--- config.mk ---
export PLATFORM = sky130hd
export DESIGN_NAME = serial_dev_flat
export DESIGN_NICKNAME = d
export VERILOG_FILES = /design/src/shared/serial_pkg.sv /design/src/shared/serial_bus_if.sv /design/src/core/serial_dev.sv /design/src/flat_wrapper.sv
export SDC_FILE = /design/constraint.sdc
export NUM_CORES = 1
export LEC_CHECK = 0
export BUFFER_PORTS_ARGS = -buffer_cell sky130_fd_sc_hd__buf_2
export CAP_MARGIN = 20
export CORE_ASPECT_RATIO = 1.1
export CORE_MARGIN = 3
export CORE_UTILIZATION = 38
export CTS_BUF_LIST = sky130_fd_sc_hd__clkbuf_2 sky130_fd_sc_hd__clkbuf_4 sky130_fd_sc_hd__clkbuf_8
export DETAILED_ROUTE_END_ITERATION = 12
export PLACE_DENSITY_LB_ADDON = 0.3
export SLEW_MARGIN = 20
export SYNTH_ARGS = -nofsm -noshare
export SYNTH_HDL_FRONTEND = slang
export SYNTH_SLANG_ARGS = --single-unit
--- constraint.sdc ---
create_clock -name aclk -period 3.5 [get_ports aclk]
set_input_delay 0.35 -clock aclk [delete_from_list [all_inputs] [get_ports aclk]]
set_output_delay 0.35 -clock aclk [all_outputs]
set_load 0.1 [all_outputs]
--- src/shared/serial_pkg.sv ---
// constants, types and helpers shared by both ends of the serial controller link
package serial_pkg;
	// pointer and command field of the pointer/command register
	localparam logic [2:0] CMD_NULL = 3'h0;
	localparam logic [2:0] CMD_RST_EXT = 3'h2;
	localparam logic [2:0] CMD_CH_RST = 3'h3;
	localparam logic [2:0] CMD_RX_FIRST = 3'h4;
	localparam logic [2:0] CMD_RST_TXP = 3'h5;
	localparam logic [2:0] CMD_ERR_RST = 3'h6;
	localparam logic [2:0] PTR_CMD = 3'h0;
	localparam logic [2:0] PTR_IMODE = 3'h1;
	localparam logic [2:0] PTR_VEC = 3'h2;
	localparam logic [2:0] PTR_RXC = 3'h3;
	localparam logic [2:0] PTR_FMT = 3'h4;
	localparam logic [2:0] PTR_TXC = 3'h5;
	localparam logic [7:0] REG_RST = 8'h00;
	// interrupt_mode_reg bits
	localparam int IM_EXT_IE = 0, IM_TX_IE = 1, IM_SAV = 2, IM_RXM = 3, IM_WR_EN = 7;
	// receiver_control_reg bits
	localparam int RC_RX_EN = 0, RC_AUTO = 5, RC_LEN = 6;
	// line_format_reg bits
	localparam int LF_PAR_EN = 0, LF_PAR_EVEN = 1, LF_STOP = 2, LF_FACT = 6;
	// transmitter_control_reg bits
	localparam int TC_RTS = 1, TC_TX_EN = 3, TC_BREAK = 4, TC_LEN = 5, TC_DTR = 7;
	// main_status_read and special_status_read bits
	localparam int S0_RX_AV = 0, S0_TX_EMP = 2, S0_DCD = 3, S0_SYNC = 4, S0_CTS = 5, S0_BRK = 7;
	localparam int S1_ALL_SENT = 0, S1_PAR = 4, S1_OVR = 5, S1_FRM = 6;
	// interrupt causes and vector codes
	localparam int CZ_EXT = 0, CZ_TX = 1, CZ_RX = 2, CZ_SPC = 3;
	localparam logic [1:0] VEC_TX = 2'h0, VEC_EXT = 2'h1, VEC_RX = 2'h2, VEC_SPC = 2'h3;
	localparam logic [2:0] VEC_NONE = 3'h3;
	// host controller register map and fields
	localparam logic [7:0] HR_CMD = 8'h00, HR_RES = 8'h04, HR_STAT = 8'h08, HR_MASK = 8'h0c;
	localparam int HC_CTRL = 8, HC_CHB = 9, HC_WR = 10, HC_INTA = 11, HR_BUSY = 8;
	localparam int ST_DONE = 0, ST_DEVINT = 1, ST_REFUSED = 2, ST_W = 3;
	localparam logic [1:0] RESP_OKAY = 2'h0, RESP_SLVERR = 2'h2;
	// frame sequencer states, shared by transmitter and receiver
	typedef enum logic [4:0] {
		F_IDLE = 5'h01, F_START = 5'h02, F_DATA = 5'h04, F_PAR = 5'h08, F_STOP = 5'h10
	} frame_st_t;
	typedef enum logic [1:0] {H_IDLE = 2'h1, H_WAIT = 2'h2} host_st_t;
	// character length code to bit count
	function automatic logic [3:0] len_of(input logic [1:0] c);
		case (c)
			2'h0: return 4'h5;
			2'h2: return 4'h6;
			2'h1: return 4'h7;
			default: return 4'h8;
		endcase
	endfunction
	// clock factor code to bit clock ticks per bit
	function automatic logic [6:0] fact_of(input logic [1:0] c);
		case (c)
			2'h0: return 7'h01;
			2'h1: return 7'h10;
			2'h2: return 7'h20;
			default: return 7'h40;
		endcase
	endfunction
	// stop bit code to ticks: one, one and a half, two bits
	function automatic logic [7:0] stop_of(input logic [1:0] c, input logic [6:0] f);
		case (c)
			2'h2: return {1'b0, f} + {2'h0, f[6:1]};
			2'h3: return {f, 1'b0};
			default: return {1'b0, f};
		endcase
	endfunction
endpackage

--- src/shared/serial_bus_if.sv ---
// parallel bus between the host controller and the serial device
`timescale 1ns/1ps
interface serial_bus_if;
	logic req; // one-cycle request strobe
	logic wr;
	logic chan_b;
	logic ctrl;
	logic inta;
	logic [7:0] wdata;
	logic [7:0] rdata;
	logic ack; // one-cycle answer
	logic int_req;
	modport host (output req, wr, chan_b, ctrl, inta, wdata, input rdata, ack, int_req);
	modport dev (input req, wr, chan_b, ctrl, inta, wdata, output rdata, ack, int_req);
endinterface

--- src/core/serial_dev.sv ---
// dual-channel asynchronous serial device with vectored interrupts
// Summary of operation
// - pointer/command register selects register, resets status latch
// - host programs format before interrupt mode, receiver and transmitter control
// - receiver control holds enable, auto, length
// - transmitter control drives rts, dtr, enable, length
// - auto enables gate transmitter by cts, receiver by dcd
// - interrupt mode holds five enable options
// - modem line changes and break raise status interrupt
// - vector register only in second channel
// - no empty interrupt before first byte written
// - acknowledge returns modified vector on data bus
// - status-affects-vector encodes the cause
// - eight vectors, four causes per channel
// - foreign host reads vector during acknowledge
// - all-sent set when shifter idle and transmit buffer empty
// - host reprograms modes then disables at end
// - overrun replaces char, flagged when read
// - read clears available; empty flag tracks buffer
`timescale 1ns/1ps
module serial_dev import serial_pkg::*; (
	// clock and reset
	input logic aclk,
	input logic aresetn,
	// parallel bus toward the host
	serial_bus_if.dev bus,
	// bit clock enables per channel, index 0 is channel a
	input logic [1:0] rx_tick,
	input logic [1:0] tx_tick,
	// serial and modem lines
	input logic [1:0] rxd,
	input logic [1:0] cts_n,
	input logic [1:0] dcd_n,
	input logic [1:0] sync_n,
	output logic [1:0] txd,
	output logic [1:0] rts_n,
	output logic [1:0] dtr_n
);
	logic [7:0] vec_base_r;
	logic [7:0] vec_mod;
	logic [2:0] vcode;
	logic [7:0] rr_ctl [2];
	logic [7:0] rx_dat [2];
	logic [3:0] cause [2];
	logic [1:0] sav;
	logic [1:0] wr2_we;
	logic ack_r;
	logic int_r;
	logic [7:0] rdata_r;

	genvar gi;
	for (gi = 0; gi < 2; gi++) begin : ch
		localparam logic CHB = (gi == 1);
		logic [7:0] wr1_r, wr3_r, wr4_r, wr5_r;
		logic [2:0] ptr_r, cmd;
		logic sel, cwr, crd, dwr, drd, crst;
		logic [6:0] fact;
		logic [7:0] stop;
		logic tx_run, rx_run, tload, rdone;
		logic [7:0] tbuf_r, tsh_r, ttk_r, tlim;
		logic tfull_r, tpend_r, tpar_r, txd_r, rts_n_r, dtr_n_r;
		logic [3:0] tbit_r, rbit_r;
		frame_st_t tst_r, rst_r;
		logic [7:0] rsh_r, rtk_r, rbuf_r, rr0, rr1;
		logic rpar_r, rperr_r, ravail_r, brk_r, first_r, epend_r;
		logic [2:0] rerr_r, sticky_r; // parity, overrun, framing
		logic [3:0] lat_r, live; // break, cts, sync, dcd
		logic [1:0] rxm;

		// access decode for this channel
		assign sel = bus.req & ~bus.inta & (bus.chan_b == CHB);
		assign cwr = sel & bus.ctrl & bus.wr;
		assign crd = sel & bus.ctrl & ~bus.wr;
		assign dwr = sel & ~bus.ctrl & bus.wr;
		assign drd = sel & ~bus.ctrl & ~bus.wr;
		assign cmd = (cwr && ptr_r == PTR_CMD) ? bus.wdata[5:3] : CMD_NULL;
		assign crst = (cmd == CMD_CH_RST);
		assign wr2_we[gi] = CHB & cwr & (ptr_r == PTR_VEC);
		assign fact = fact_of(wr4_r[LF_FACT +: 2]);
		assign stop = stop_of(wr4_r[LF_STOP +: 2], fact);
		assign rxm = wr1_r[IM_RXM +: 2];
		assign tx_run = wr5_r[TC_TX_EN] & (~wr3_r[RC_AUTO] | ~cts_n[gi]);
		assign rx_run = wr3_r[RC_RX_EN] & (~wr3_r[RC_AUTO] | ~dcd_n[gi]);

		// pointer and write registers; pointer returns to zero after each control read and each write to a pointed register
		always_ff @(posedge aclk) begin
			if (!aresetn || crst) begin
				ptr_r <= PTR_CMD;
				wr1_r <= REG_RST;
				wr3_r <= REG_RST;
				wr4_r <= REG_RST;
				wr5_r <= REG_RST;
			end else if (cwr) begin
				if (ptr_r == PTR_CMD) begin
					ptr_r <= bus.wdata[2:0];
				end else begin
					case (ptr_r)
						PTR_IMODE: wr1_r <= bus.wdata;
						PTR_RXC: wr3_r <= bus.wdata;
						PTR_FMT: wr4_r <= bus.wdata;
						PTR_TXC: wr5_r <= bus.wdata;
						default: ;
					endcase
					ptr_r <= PTR_CMD;
				end
			end else if (crd) begin
				ptr_r <= PTR_CMD;
			end
		end

		// modem control outputs
		always_ff @(posedge aclk) begin
			if (!aresetn || crst) begin
				rts_n_r <= 1'b1;
				dtr_n_r <= 1'b1;
			end else begin
				rts_n_r <= ~wr5_r[TC_RTS];
				dtr_n_r <= ~wr5_r[TC_DTR];
			end
		end
		assign rts_n[gi] = rts_n_r;
		assign dtr_n[gi] = dtr_n_r;
		assign txd[gi] = txd_r;

		// transmit buffer and its empty interrupt
		assign tload = (tst_r == F_IDLE) & tfull_r & tx_run;
		always_ff @(posedge aclk) begin
			if (!aresetn || crst) begin
				tfull_r <= 1'b0;
				tbuf_r <= REG_RST;
			end else if (dwr) begin
				tbuf_r <= bus.wdata;
				tfull_r <= 1'b1;
			end else if (tload) begin
				tfull_r <= 1'b0;
			end
		end
		always_ff @(posedge aclk) begin
			if (!aresetn || crst) begin
				tpend_r <= 1'b0;
			end else if (tload) begin
				tpend_r <= 1'b1; // only after a byte was written
			end else if (dwr || cmd == CMD_RST_TXP) begin
				tpend_r <= 1'b0;
			end
		end

		// transmit frame sequencer; break only spaces the line between characters
		assign tlim = (tst_r == F_STOP) ? stop : {1'b0, fact};
		always_ff @(posedge aclk) begin
			if (!aresetn || crst) begin
				tst_r <= F_IDLE;
				txd_r <= 1'b1;
				ttk_r <= 8'h00;
				tbit_r <= 4'h0;
				tsh_r <= 8'h00;
				tpar_r <= 1'b0;
			end else if (tst_r == F_IDLE) begin
				txd_r <= ~wr5_r[TC_BREAK];
				if (tload) begin
					tsh_r <= tbuf_r;
					tpar_r <= ~wr4_r[LF_PAR_EVEN];
					tbit_r <= 4'h0;
					ttk_r <= 8'h00;
					txd_r <= 1'b0;
					tst_r <= F_START;
				end
			end else if (tx_tick[gi]) begin
				if (ttk_r != tlim - 8'h01) begin
					ttk_r <= ttk_r + 8'h01;
				end else begin
					ttk_r <= 8'h00;
					case (tst_r)
						F_START: begin
							txd_r <= tsh_r[0];
							tst_r <= F_DATA;
						end
						F_DATA: begin
							tpar_r <= tpar_r ^ tsh_r[0];
							tsh_r <= {1'b0, tsh_r[7:1]};
							tbit_r <= tbit_r + 4'h1;
							if (tbit_r == len_of(wr5_r[TC_LEN +: 2]) - 4'h1) begin
								txd_r <= wr4_r[LF_PAR_EN] ? (tpar_r ^ tsh_r[0]) : 1'b1;
								tst_r <= wr4_r[LF_PAR_EN] ? F_PAR : F_STOP;
							end else begin
								txd_r <= tsh_r[1];
							end
						end
						F_PAR: begin
							txd_r <= 1'b1;
							tst_r <= F_STOP;
						end
						default: tst_r <= F_IDLE;
					endcase
				end
			end
		end

		// receive frame sequencer, sampling mid-bit
		assign rdone = (rst_r == F_STOP) & rx_tick[gi] & (rtk_r == {1'b0, fact} - 8'h01);
		always_ff @(posedge aclk) begin
			if (!aresetn || crst) begin
				rst_r <= F_IDLE;
				rtk_r <= 8'h00;
				rbit_r <= 4'h0;
				rsh_r <= 8'h00;
				rpar_r <= 1'b0;
				rperr_r <= 1'b0;
				brk_r <= 1'b0;
			end else begin
				case (rst_r)
					F_IDLE: begin
						if (brk_r && rxd[gi]) begin
							brk_r <= 1'b0; // break sequence ended
						end else if (!brk_r && rx_run && !rxd[gi]) begin
							rtk_r <= 8'h00;
							rst_r <= F_START;
						end
					end
					F_START: if (rx_tick[gi]) begin
						if (rtk_r != {2'h0, fact[6:1]}) begin
							rtk_r <= rtk_r + 8'h01;
						end else begin
							rtk_r <= 8'h00;
							rbit_r <= 4'h0;
							rperr_r <= 1'b0;
							rpar_r <= ~wr4_r[LF_PAR_EVEN];
							rst_r <= rxd[gi] ? F_IDLE : F_DATA;
						end
					end
					default: if (rx_tick[gi]) begin
						if (rtk_r != {1'b0, fact} - 8'h01) begin
							rtk_r <= rtk_r + 8'h01;
						end else begin
							rtk_r <= 8'h00;
							if (rst_r == F_DATA) begin
								rsh_r <= {rxd[gi], rsh_r[7:1]};
								rpar_r <= rpar_r ^ rxd[gi];
								rbit_r <= rbit_r + 4'h1;
								if (rbit_r == len_of(wr3_r[RC_LEN +: 2]) - 4'h1) begin
									rst_r <= wr4_r[LF_PAR_EN] ? F_PAR : F_STOP;
								end
							end else if (rst_r == F_PAR) begin
								rperr_r <= rpar_r ^ rxd[gi];
								rst_r <= F_STOP;
							end else begin
								brk_r <= ~rxd[gi] & (rsh_r == 8'h00);
								rst_r <= F_IDLE;
							end
						end
					end
				endcase
			end
		end

		// receive buffer: newest character overwrites, errors travel with it
		always_ff @(posedge aclk) begin
			if (!aresetn || crst) begin
				ravail_r <= 1'b0;
				rbuf_r <= REG_RST;
				rerr_r <= 3'h0;
			end else if (rdone) begin
				rbuf_r <= rsh_r >> (4'h8 - len_of(wr3_r[RC_LEN +: 2]));
				rerr_r <= {~rxd[gi], ravail_r & ~drd, rperr_r};
				ravail_r <= 1'b1;
			end else if (drd) begin
				ravail_r <= 1'b0;
			end
		end
		assign rx_dat[gi] = rbuf_r;

		// error flags become visible when their character is read
		always_ff @(posedge aclk) begin
			if (!aresetn || crst) begin
				sticky_r <= 3'h0;
				first_r <= 1'b0;
			end else begin
				if (drd) begin
					sticky_r <= (cmd == CMD_ERR_RST ? 3'h0 : sticky_r) | rerr_r;
				end else if (cmd == CMD_ERR_RST) begin
					sticky_r <= 3'h0;
				end
				if (cmd == CMD_RX_FIRST) begin
					first_r <= 1'b1;
				end else if (drd) begin
					first_r <= 1'b0;
				end
			end
		end

		// external/status latch: tracks lines until a change, then freezes if the external interrupt is enabled
		assign live = {brk_r, ~cts_n[gi], ~sync_n[gi], ~dcd_n[gi]};
		always_ff @(posedge aclk) begin
			if (!aresetn || crst) begin
				lat_r <= 4'h0;
				epend_r <= 1'b0;
			end else if (cmd == CMD_RST_EXT) begin
				lat_r <= live;
				epend_r <= 1'b0;
			end else if (!epend_r && live != lat_r) begin
				lat_r <= live;
				epend_r <= wr1_r[IM_EXT_IE];
			end
		end

		// status read registers and interrupt causes
		always_comb begin
			rr0 = 8'h00;
			rr0[S0_RX_AV] = ravail_r;
			rr0[S0_TX_EMP] = ~tfull_r;
			rr0[S0_DCD] = lat_r[0];
			rr0[S0_SYNC] = lat_r[1];
			rr0[S0_CTS] = lat_r[2];
			rr0[S0_BRK] = lat_r[3];
			rr1 = 8'h00;
			rr1[S1_ALL_SENT] = (tst_r == F_IDLE) & ~tfull_r;
			rr1[S1_PAR] = sticky_r[0];
			rr1[S1_OVR] = sticky_r[1];
			rr1[S1_FRM] = sticky_r[2];
			case (ptr_r)
				PTR_CMD: rr_ctl[gi] = rr0;
				PTR_IMODE: rr_ctl[gi] = rr1;
				PTR_VEC: rr_ctl[gi] = CHB ? vec_mod : 8'h00;
				default: rr_ctl[gi] = 8'h00;
			endcase
			cause[gi][CZ_EXT] = wr1_r[IM_EXT_IE] & epend_r;
			cause[gi][CZ_TX] = wr1_r[IM_TX_IE] & tpend_r;
			cause[gi][CZ_RX] = ravail_r & ~|rerr_r & (rxm[1] | (rxm[0] & first_r));
			cause[gi][CZ_SPC] = ravail_r & |rerr_r & (rxm != 2'h0);
		end
		assign sav[gi] = CHB & wr1_r[IM_SAV];
	end

	// single vector register, written through the second channel only
	always_ff @(posedge aclk) begin
		if (!aresetn) begin
			vec_base_r <= REG_RST;
		end else if (wr2_we[1]) begin
			vec_base_r <= bus.wdata;
		end
	end

	// highest cause wins: channel a first, then special, rx, tx, ext
	always_comb begin
		vcode = VEC_NONE;
		for (int i = 1; i >= 0; i--) begin
			if (cause[i][CZ_EXT]) vcode = {i == 0, VEC_EXT};
			if (cause[i][CZ_TX]) vcode = {i == 0, VEC_TX};
			if (cause[i][CZ_RX]) vcode = {i == 0, VEC_RX};
			if (cause[i][CZ_SPC]) vcode = {i == 0, VEC_SPC};
		end
		vec_mod = sav[1] ? {vec_base_r[7:4], vcode, vec_base_r[0]} : vec_base_r;
	end

	// bus answer one cycle after each request, and interrupt request
	always_ff @(posedge aclk) begin
		if (!aresetn) begin
			ack_r <= 1'b0;
			rdata_r <= 8'h00;
			int_r <= 1'b0;
		end else begin
			ack_r <= bus.req;
			int_r <= |{cause[0], cause[1]};
			if (bus.req && bus.inta) begin
				rdata_r <= vec_mod;
			end else if (bus.req && !bus.wr) begin
				rdata_r <= bus.ctrl ? rr_ctl[bus.chan_b] : rx_dat[bus.chan_b];
			end
		end
	end
	assign bus.ack = ack_r;
	assign bus.rdata = rdata_r;
	assign bus.int_req = int_r;
endmodule // serial_dev

--- src/flat_wrapper.sv ---
// flat-port wrapper written by rule: the top's interface ports become plain ports
module serial_dev_flat import serial_pkg::*;
  (aclk, aresetn, rx_tick, tx_tick, rxd, cts_n, dcd_n, sync_n, txd, rts_n, dtr_n, bus_req, bus_wr, bus_chan_b, bus_ctrl, bus_inta, bus_wdata, bus_rdata, bus_ack, bus_int_req);
  serial_bus_if bus_i ();
  input logic aclk;
  input logic aresetn;
  input logic [1:0] rx_tick;
  input logic [1:0] tx_tick;
  input logic [1:0] rxd;
  input logic [1:0] cts_n;
  input logic [1:0] dcd_n;
  input logic [1:0] sync_n;
  output logic [1:0] txd;
  output logic [1:0] rts_n;
  output logic [1:0] dtr_n;
  input wire logic [$bits(bus_i.req)-1:0] bus_req;
  input wire logic [$bits(bus_i.wr)-1:0] bus_wr;
  input wire logic [$bits(bus_i.chan_b)-1:0] bus_chan_b;
  input wire logic [$bits(bus_i.ctrl)-1:0] bus_ctrl;
  input wire logic [$bits(bus_i.inta)-1:0] bus_inta;
  input wire logic [$bits(bus_i.wdata)-1:0] bus_wdata;
  output wire logic [$bits(bus_i.rdata)-1:0] bus_rdata;
  output wire logic [$bits(bus_i.ack)-1:0] bus_ack;
  output wire logic [$bits(bus_i.int_req)-1:0] bus_int_req;
  assign bus_i.req = bus_req;
  assign bus_i.wr = bus_wr;
  assign bus_i.chan_b = bus_chan_b;
  assign bus_i.ctrl = bus_ctrl;
  assign bus_i.inta = bus_inta;
  assign bus_i.wdata = bus_wdata;
  assign bus_rdata = bus_i.rdata;
  assign bus_ack = bus_i.ack;
  assign bus_int_req = bus_i.int_req;
  serial_dev u_core (.aclk(aclk), .aresetn(aresetn), .bus(bus_i), .rx_tick(rx_tick), .tx_tick(tx_tick), .rxd(rxd), .cts_n(cts_n), .dcd_n(dcd_n), .sync_n(sync_n), .txd(txd), .rts_n(rts_n), .dtr_n(dtr_n));
endmodule
Word-level counts from Yosys, hierarchy flattened
Index checks and enable logic that the tools add are counted.
W data, S select, Z words.

operators by class
  add/sub/neg operators = 20
  $lt $le $gt $ge = 1
  equality and inequality tests = 99
  shifts and indexed selects = 2
  mux-type cells = 236
  bitwise operators = 97
  reduce and logical (&&, ||, !) cells = 98

operator list
  operator               number
  $mux W8                41
  $mux W4                49
  $mux W5                30
  $pmux W8 S2            5
  $mux W1                68
  $mux W3                18
  $reduce_bool A2 Y1     25
  $and A1 B1 Y1          48
  $pmux W4 S3            4
  $pmux W7 S3            2
  $not A1 Y1             36
  $ne A2 B2 Y1 const B   17
  $add A8 B1 Y8 const B  4
  $ne A8 B8 Y1           4
  $reduce_and A4 Y1      8
  $eq A3 B3 Y1 const B   10
  $pmux W5 S3            2
  $reduce_and A3 Y1      10
  $pmux W8 S3            1
  $reduce_and A6 Y1      4
  $eq A3 B2 Y1 const B   7
  $eq A2 B2 Y1 const B   10
  $eq A5 B1 Y1 const B   4
  $eq A5 B2 Y1 const B   4
  43 further kinds       142

storage, ports and cells
  register bits after elaboration = 258
  output and inout bits = 16
  logic and storage cells = 617

Depth between registers and ports, before layout
Gate-level depths: netlist of run 1.

  depth in word-level cells = 18
  gate-level depth with buffers = 14
  depth with buffers taken out = 11

Least setup slack after synthesis of run 1
Ideal clock, no wire load.

  kind = flip-flop to flip-flop
  start point = register u_core.ch[1].wr4_r[7]
  end point = register u_core.ch[1].tsh_r[7]
  setup time = 0.128 ns
  arrival time = 2.842 ns
  data required time = 3.372 ns
  setup slack = 0.531 ns
  cell stages (with the launch flop) = 15
  path buffers = 3
  clock period less this slack = 2.969 ns
  path through = dfxtp_1 inv_1 ha_1 clkbuf_1 inv_1 or4_1 ha_1 xor2_1 nand3_1 nor3_1 and4b_1 buf_6 buf_2 a2bb2oi_1 nor2_1

between the ends
  cells in the longest elaborated chain, start to end = 9

RTL lines
  item                                    RTL line           text
  from (decl)                             serial_dev.sv:54   logic [7:0] wr1_r, wr3_r, wr4_r, wr5_r;
  from (signal assigned)                  serial_dev.sv:100  PTR_FMT: wr4_r <= bus.wdata;
  $eq A2 B2 Y1 (tied with other cells)    serial_pkg.sv:53   case (c)
  $pmux W7 S3 (*)                         serial_pkg.sv:53
  $add A7 B6 Y8                           serial_pkg.sv:63   2'h2: return {1'b0, f} + {2'h0, f[6:1]};
  $pmux W8 S2                             serial_pkg.sv:62   case (c)
  $mux W8 (*)                             serial_dev.sv:149  assign tlim = (tst_r == F_STOP) ? stop : {1'b0, fact};
  $sub A8 B1 Y8 (*)                       serial_dev.sv:169  if (ttk_r != tlim - 8'h01) begin
  $ne A8 B8 Y1 (*)                        serial_dev.sv:169
  $ne A2 B1 Y1 (no source line) (*)       n/a
  $reduce_and A4 Y1 (no source line) (*)  n/a
  to (signal assigned)                    serial_dev.sv:161  tsh_r <= tbuf_r;
  to (signal assigned)                    serial_dev.sv:180  tsh_r <= {1'b0, tsh_r[7:1]};
  to (decl)                               serial_dev.sv:60   logic [7:0] tbuf_r, tsh_r, ttk_r, tlim;

Every way passes the cells marked *; elsewhere a longest branch is shown, timed or not.
A chain may end at the register's enable or synchronous reset.

Worst setup path in the final report of run 1
  start point = register u_core.ch[0].wr4_r[7]
  end point = register u_core.ch[0].rbuf_r[6]

between the ends
  cells in the longest elaborated chain, start to end = 5

RTL lines
  item                                  RTL line           text
  from (decl)                           serial_dev.sv:54
  from (signal assigned)                serial_dev.sv:100
  $eq A2 B2 Y1 (tied with other cells)  serial_pkg.sv:53
  $pmux W7 S3 (*)                       serial_pkg.sv:53
  $sub A7 B1 Y8 (*)                     serial_dev.sv:200  assign rdone = (rst_r == F_STOP) & rx_tick[gi] & (rtk_r == {1'b0, fact} - 8'h01);
  $eq A8 B8 Y1 (*)                      serial_dev.sv:200
  $and A1 B1 Y1 (*)                     serial_dev.sv:200
  to (signal assigned)                  serial_dev.sv:263  rbuf_r <= rsh_r >> (4'h8 - len_of(wr3_r[RC_LEN +: 2]));
  to (decl)                             serial_dev.sv:64   logic [7:0] rsh_r, rtk_r, rbuf_r, rr0, rr1;

Marks and branches as above.

==> impl_metrics.toml, run 1 <==
[run_status]
status = "finished, final reports clean"

[sta]
min_period_over_period_pct = 90.4
rsz0062_at_grt = "no"
final-setup-viol-count = 0
max_freq_ghz = 0.316
skew_ps = 19.2
final_hold_viol_count = 0
fin_ws_ps = 336
worst_pin_slew_ps = 966
slew_headroom_pct = 34.7
setup_tns_ps = 0
whs_ps = 95.2
period_minus_slack_ps = 3160
slew_viol_final = 0

[pwr]
clockPowerShare_pct = 46.6
pwr-share-seq_pct = 48.3
power_mw = 5.76
swShare_pct = 23.9
power_leakage_nw = 5.79
combPwrFrac_pct = 5.1
p_per_area_nw_per_um2 = 408
p_sw_mw = 1.38
max-vdd-ir-drop_mv = 0.273
p_int_mw = 4.38

[final_layout]
post-route-util_pct = 43.1
synthToLayoutAreaGrowth_pct = 10.8
nets = 1557
layoutNonFillerInstCount = 1957
antennaDiodeCount = 0
fin_area_um2 = 14100
fillers = 3226
drive_gt1_share_pct = 11.5

[clock_tree]
clockBufferDepth = 3
postCtsHoldBufs = 0
clock_latency_ps = 540
cts_num_sinks = 241
post_cts_buffers = 0
h-tree-depth = 2
cts_resized = 0
numCtsBuffers = 43
clk_pin_slew_ps = 60
cts_root_buf = "clkbuf_8"
cts_tree = "built"

[placed_design]
dpl-instance-area_um2 = 13200
portBuffers = 42
place.gp.congestion = 0.849
dpl.cell_count = 1883
pre_cts_ws_ps = 322
dp_hpwl_um = 22100

[synth]
synth.mux.area_fraction_pct = 12.0
yosysMostFrequentCell = "nor2_1"
synth_area_per_cell_um2 = 8.47
synthSimpleGateAreaFrac_pct = 21.4
synth_top_area_cell = "dfxtp_1"
netlist_instances = 1503
synthAdderAreaFrac_pct = 2.75
yosysWarnings = 0
synth_top_family_by_area = "simple AND/OR/NAND/NOR gates"
netlist_top_cells_count = "nor2_1, dfxtp_1, mux2i_1"
synth-compound-area-share_pct = 15.4
synthDominantCellAreaShare_pct = 37.9
synth_area_um2 = 12700
synthTopCellsByArea = "dfxtp_1, mux2i_1, nor2_1"
synth_nets = 1558
synth_cell_types = 90
synth_seq_area_share_pct = 37.9
synthXorXnorAreaFrac_pct = 5.50
synth_edf_count = 0
ys_ff_latch = 241
async_reset_ff_share_pct = 0
synth-main-ff-cell = "dfxtp_1"

[grt]
grt_antenna_before_repair = 2
met1_usage_pct = 22.6
grt_max_degree = 56
gr-usage-all-layers_pct = 17.4
first_global_vias = 10277
grt_most_used_layer = "met2"
use_met3_pct = 3.07
grt_overflow = 0
grt_pass1_wl_um = 52500
use_met2_pct = 29.4

[floorplan]
ios = 43
die_w_um = 181
die_area_um2 = 35800
start_util_pct = 38.9
num_rows = 69
die_h_um = 198
core-area_um2 = 32700

[route]
via_per_inst = 5.48
ant_nets = 0
via_count = 10722
routedWlPerCell_um = 16.3
dr.pass1.iters = 7
drcViolationCount = 0
drt_iter0_drc = 613
drt-total-wl_um = 31800

[worst_setup_path]
path_cells = "inv_1 > ha_1 > xnor2_1 > or3_1 > a21oi_1 > nand2_1 > or4b_1 > nor3_1 > a21oi_1 > nor2_1"
required_ps = 3980
critPathMostFrequentCell = "a21oi_1"
arrival_ps = 3640
crit_fanout = 18
cp-start-kind = "flop"
crit_type = "flop to flop"
cpPeakStageDelay_ps = 810
crit_slowest_cell = "or4b_1"
cp-end-kind = "flop"

[job]
drv_cap = 0

[hold_path]
hp-class = "input pin to flop"
==> final cells by class <==
| type | instances | area [um^2] | share of cell area, % |
|---|---|---|---|
| clock buffer | 69 | 856 | 6.06 |
| multi-input combinational | 1107 | 7300 | 51.7 |
| tap | 426 | 533 | 3.78 |
| inverter | 47 | 176 | 1.25 |
| sequential | 241 | 4820 | 34.2 |
| timing repair buffer | 62 | 398 | 2.82 |
| clock inverter | 5 | 32.5 | 0.230 |
==> power by group through the flow <==
stage	clock (mW)	sequential [mW]	combinational (mW)
2_1_floorplan	0	2.87	0.160
3_5_place_dp	0	2.84	0.295
4_1_cts	2.78	2.78	0.296
6_report	2.69	2.78	0.294
5_1_grt	2.89	2.78	0.320
3_3_place_gp	0	2.84	0.292
==> sequential cells by signal (all words and copies together), names as in the netlist, 12 cells and up <==
register / flops
u_core.ch.tbuf_r: 16
u_core.ch.wr5_r: 12
u_core.ch.tsh_r: 16
u_core.ch.wr4_r: 12
u_core.ch.rsh_r: 16
u_core.ch.rtk_r: 16
u_core.ch.rbuf_r: 16
u_core.ch.ttk_r: 16
==> kinds of logic after synthesis <==
kind of cell / count (synthesis)
flops: 241
simple gates: 571
buf+inv: 155
compound gates: 286
fa+ha+maj: 28
xor+xnor: 80
mux: 142
==> path summary, 6_finish.rpt <==
path / depth (start not counted) / endpoint / slack, ps / start
worst max-delay path: 10 / u_core.ch[0].rbuf_r[6] / 340 / u_core.ch[0].wr4_r[7]
worst max register to register: 10 / u_core.ch[0].rbuf_r[6] / 340 / u_core.ch[0].wr4_r[7]
worst min-delay path: 2 / u_core.bus.ack / 100 / bus_req
worst min register to register: 1 / u_core.ch[1].rts_n_r / 380 / u_core.ch[1].wr5_r[1]
==> worst max-delay path, delay by kind of cell, from the launching register on <==
| kind | cells | cell delay [ps] |
|---|---|---|
| compound gates | 2 | 350 |
| flops | 1 | 410 |
| simple gates | 5 | 1700 |
| fa+ha+maj | 1 | 330 |
| buf+inv | 1 | 100 |
| xor+xnor | 1 | 190 |
==> routing by layer <==
metal / share of wire, % / up-vias
li1: - / 5319
met1: 45 / 5118
met5: 0.085 / -
met2: 48 / 214
met4: 2.8 / 4
met3: 4.0 / 67
==> cell usage in the layout (no fill, tap or decap), drive strengths merged, types with 13 or more instances in the layout <==
master  synthesis  routed
and3           20      20
inv            45      45
xor2           46      46
xnor2          34      34
a22oi          22      22
nand4          28      28
nor2          251     251
a21oi          92      92
nor4           14      14
ha             28      28
clkbuf         80      69
buf            28      62
nor3           15      15
o21ai          47      47
o211ai         20      20
mux2i         125     125
dfxtp         241     241
nand2         107     107
nor2b          13      13
nand3          42      42
Note: power is estimated with default switching activity, not from simulation.
==> run 2, diff against run 1 <==
clock period = 2.6 ns   (was 3.5 ns; I/O delays follow)
==> impl_metrics.toml, run 2 (same netlist as run 1, synthesis figures left out) <==
[sta]
worst_pin_slew_ps = 649
whs_ps = 55.5
period_minus_slack_ps = 2700
final-setup-viol-count = 14
min_period_over_period_pct = 104
fin_ws_ps = -105
slew_headroom_pct = 56.6
slew_viol_final = 0
rsz0062_at_grt = "yes"
final_hold_viol_count = 0
skew_ps = 15.9
max_freq_ghz = 0.370

[route]
drt_iter0_drc = 640
dr.pass1.iters = 5
drt-total-wl_um = 33900
drcViolationCount = 0
via_count = 11200
routedWlPerCell_um = 16.4
via_per_inst = 5.44
ant_nets = 0

[pwr]
clockPowerShare_pct = 46.2
p_per_area_nw_per_um2 = 494
power_leakage_nw = 6.43
p_sw_mw = 1.88
power_mw = 7.74
swShare_pct = 24.3
max-vdd-ir-drop_mv = 0.337
pwr-share-seq_pct = 48.3
p_int_mw = 5.86
combPwrFrac_pct = 5.6

[grt]
use_met2_pct = 31.0
met1_usage_pct = 22.8
gr-usage-all-layers_pct = 18.0
grt_most_used_layer = "met2"
grt_pass1_wl_um = 54100
use_met3_pct = 3.36
grt_antenna_before_repair = 0
first_global_vias = 10609
grt_overflow = 0
grt_max_degree = 83

[final_layout]
nets = 1664
fillers = 3070
fin_area_um2 = 15700
layout_commonest_cell = "nor2_1"
drive_gt1_share_pct = 23.2
synthToLayoutAreaGrowth_pct = 23.1
layout_common_cells = "nor2_1, dfxtp_1, mux2i_1"
antennaDiodeCount = 0

[clock_tree]
clockBufferDepth = 3
numCtsBuffers = 44
cts_num_sinks = 241
clk_pin_slew_ps = 60
cts_tree = "built"
clock_latency_ps = 550
h-tree-depth = 2
cts_root_buf = "clkbuf_8"

[floorplan]
start_util_pct = 38.9
num_rows = 69
die_area_um2 = 35800
die_w_um = 181
die_h_um = 198
core-area_um2 = 32700
ios = 43

[worst_setup_path]
reg2regPathDepth = 11
required_ps = 3040
cp-start-kind = "flop"
crit_type = "flop to flop"
crit_fanout = 5
cp-end-kind = "flop"
crit_end = "u_core.ch[0].tpar_r"
arrival_ps = 3140
cp-startpoint = "u_core.ch[0].wr4_r[6]"
reg2reg_to = "u_core.ch[0].tpar_r"
regToRegSetupSlack_ps = -100
r2r-start = "u_core.ch[0].wr4_r[6]"

[job]
drv_cap = 0

[placed_design]
dpl-instance-area_um2 = 13900
place.gp.congestion = 0.883
dp_hpwl_um = 22900
portBuffers = 42

[run_status]
status = "finished, violations left"
violations = "setup timing"

[hold_path]
hp-class = "input pin to flop"
-- run 2: changes by cell type in the layout (fill, tap and decap cells not counted), sizes merged --
cell,before,now
dlygate4sd3,0,3
clkinvlp,3,0
inv,45,46
buf,62,163
clkbuf,69,66
clkinv,4,7
-- run 2: area by class of cell --
cell class / instances / area [um^2] / area share, %
Multi-Input combinational cell: 1107 / 7940 / 50.6
Inverter: 47 / 181 / 1.16
Timing Repair Buffer: 168 / 1330 / 8.48
Tap cell: 426 / 533 / 3.40
Clock buffer: 64 / 825 / 5.26
Clock inverter: 6 / 33.8 / 0.215
Sequential cell: 241 / 4840 / 30.9
-- run 2: stage by stage --
step / utilization, % / setup TNS (ps) / std cells / worst slack, ps
finish: 47.9 / -690 / 2059 / -105
global route: 47.9 / -4490 / 2059 / -189
CTS: 45.9 / -52.9 / 2046 / -27.0
detailed placement: 42.5 / -6270 / 1966 / -272
global placement: 42.5 / -3810 / 1966 / -203
floorplan: - / 0 / 1503 / 0.715
-- run 2: worst max-delay path, stage by stage (launching register included) --
cell and delay, ps:
dfxtp_2 350, buf_6 120, ha_4 160, xor2_2 200
o211ai_1 150, o2bb2ai_2 170, or3_4 380, o211ai_4 270
o2111ai_4 190, buf_6 190, and3_4 140, o31a_1 270
-- run 2: timing repair --
| action | 4_1_cts | 5_1_grt |
|---|---|---|
| cloned | 2 | 4 |
| setup endpoints to repair | 65 | 107 |
| buffers inserted | 5 | 10 |
| gates resized for setup | 37 | 108 |
| hold buffers | 3 | 0 |
| pin swaps | 19 | 57 |
| hold endpoints to repair | 3 | 0 |
-- run 2: worst min path at each step --
stage	start	to	slack, ps	cells past startpoint
3_3_place_gp	u_core.ch[1].wr5_r[7]	u_core.ch[1].dtr_n_r	370	1
5_1_grt	sync_n[0]	u_core.ch[0].lat_r[1]	40	4
4_1_cts	sync_n[0]	u_core.ch[0].lat_r[1]	20	4
2_1_floorplan	u_core.ch[0].wr5_r[7]	u_core.ch[0].dtr_n_r	360	1
3_5_place_dp	u_core.ch[1].wr5_r[7]	u_core.ch[1].dtr_n_r	370	1
6_report	sync_n[0]	u_core.ch[0].lat_r[1]	60	4
-- run 2: power groups by stage --
| stage | registers [mW] | logic [mW] | clock network, mW |
|---|---|---|---|
| detailed placement | 3.82 | 0.419 | 0 |
| global placement | 3.82 | 0.416 | 0 |
| finish | 3.74 | 0.430 | 3.57 |
| floorplan | 3.86 | 0.216 | 0 |
| CTS | 3.74 | 0.424 | 3.68 |
| global route | 3.74 | 0.466 | 3.88 |
-- run 2: layer usage --
metal	vias to the layer above	wire length (um)
met5	-	0
li1	5540	-
met3	70	1460
met4	0	951
met2	229	16500
met1	5361	15000
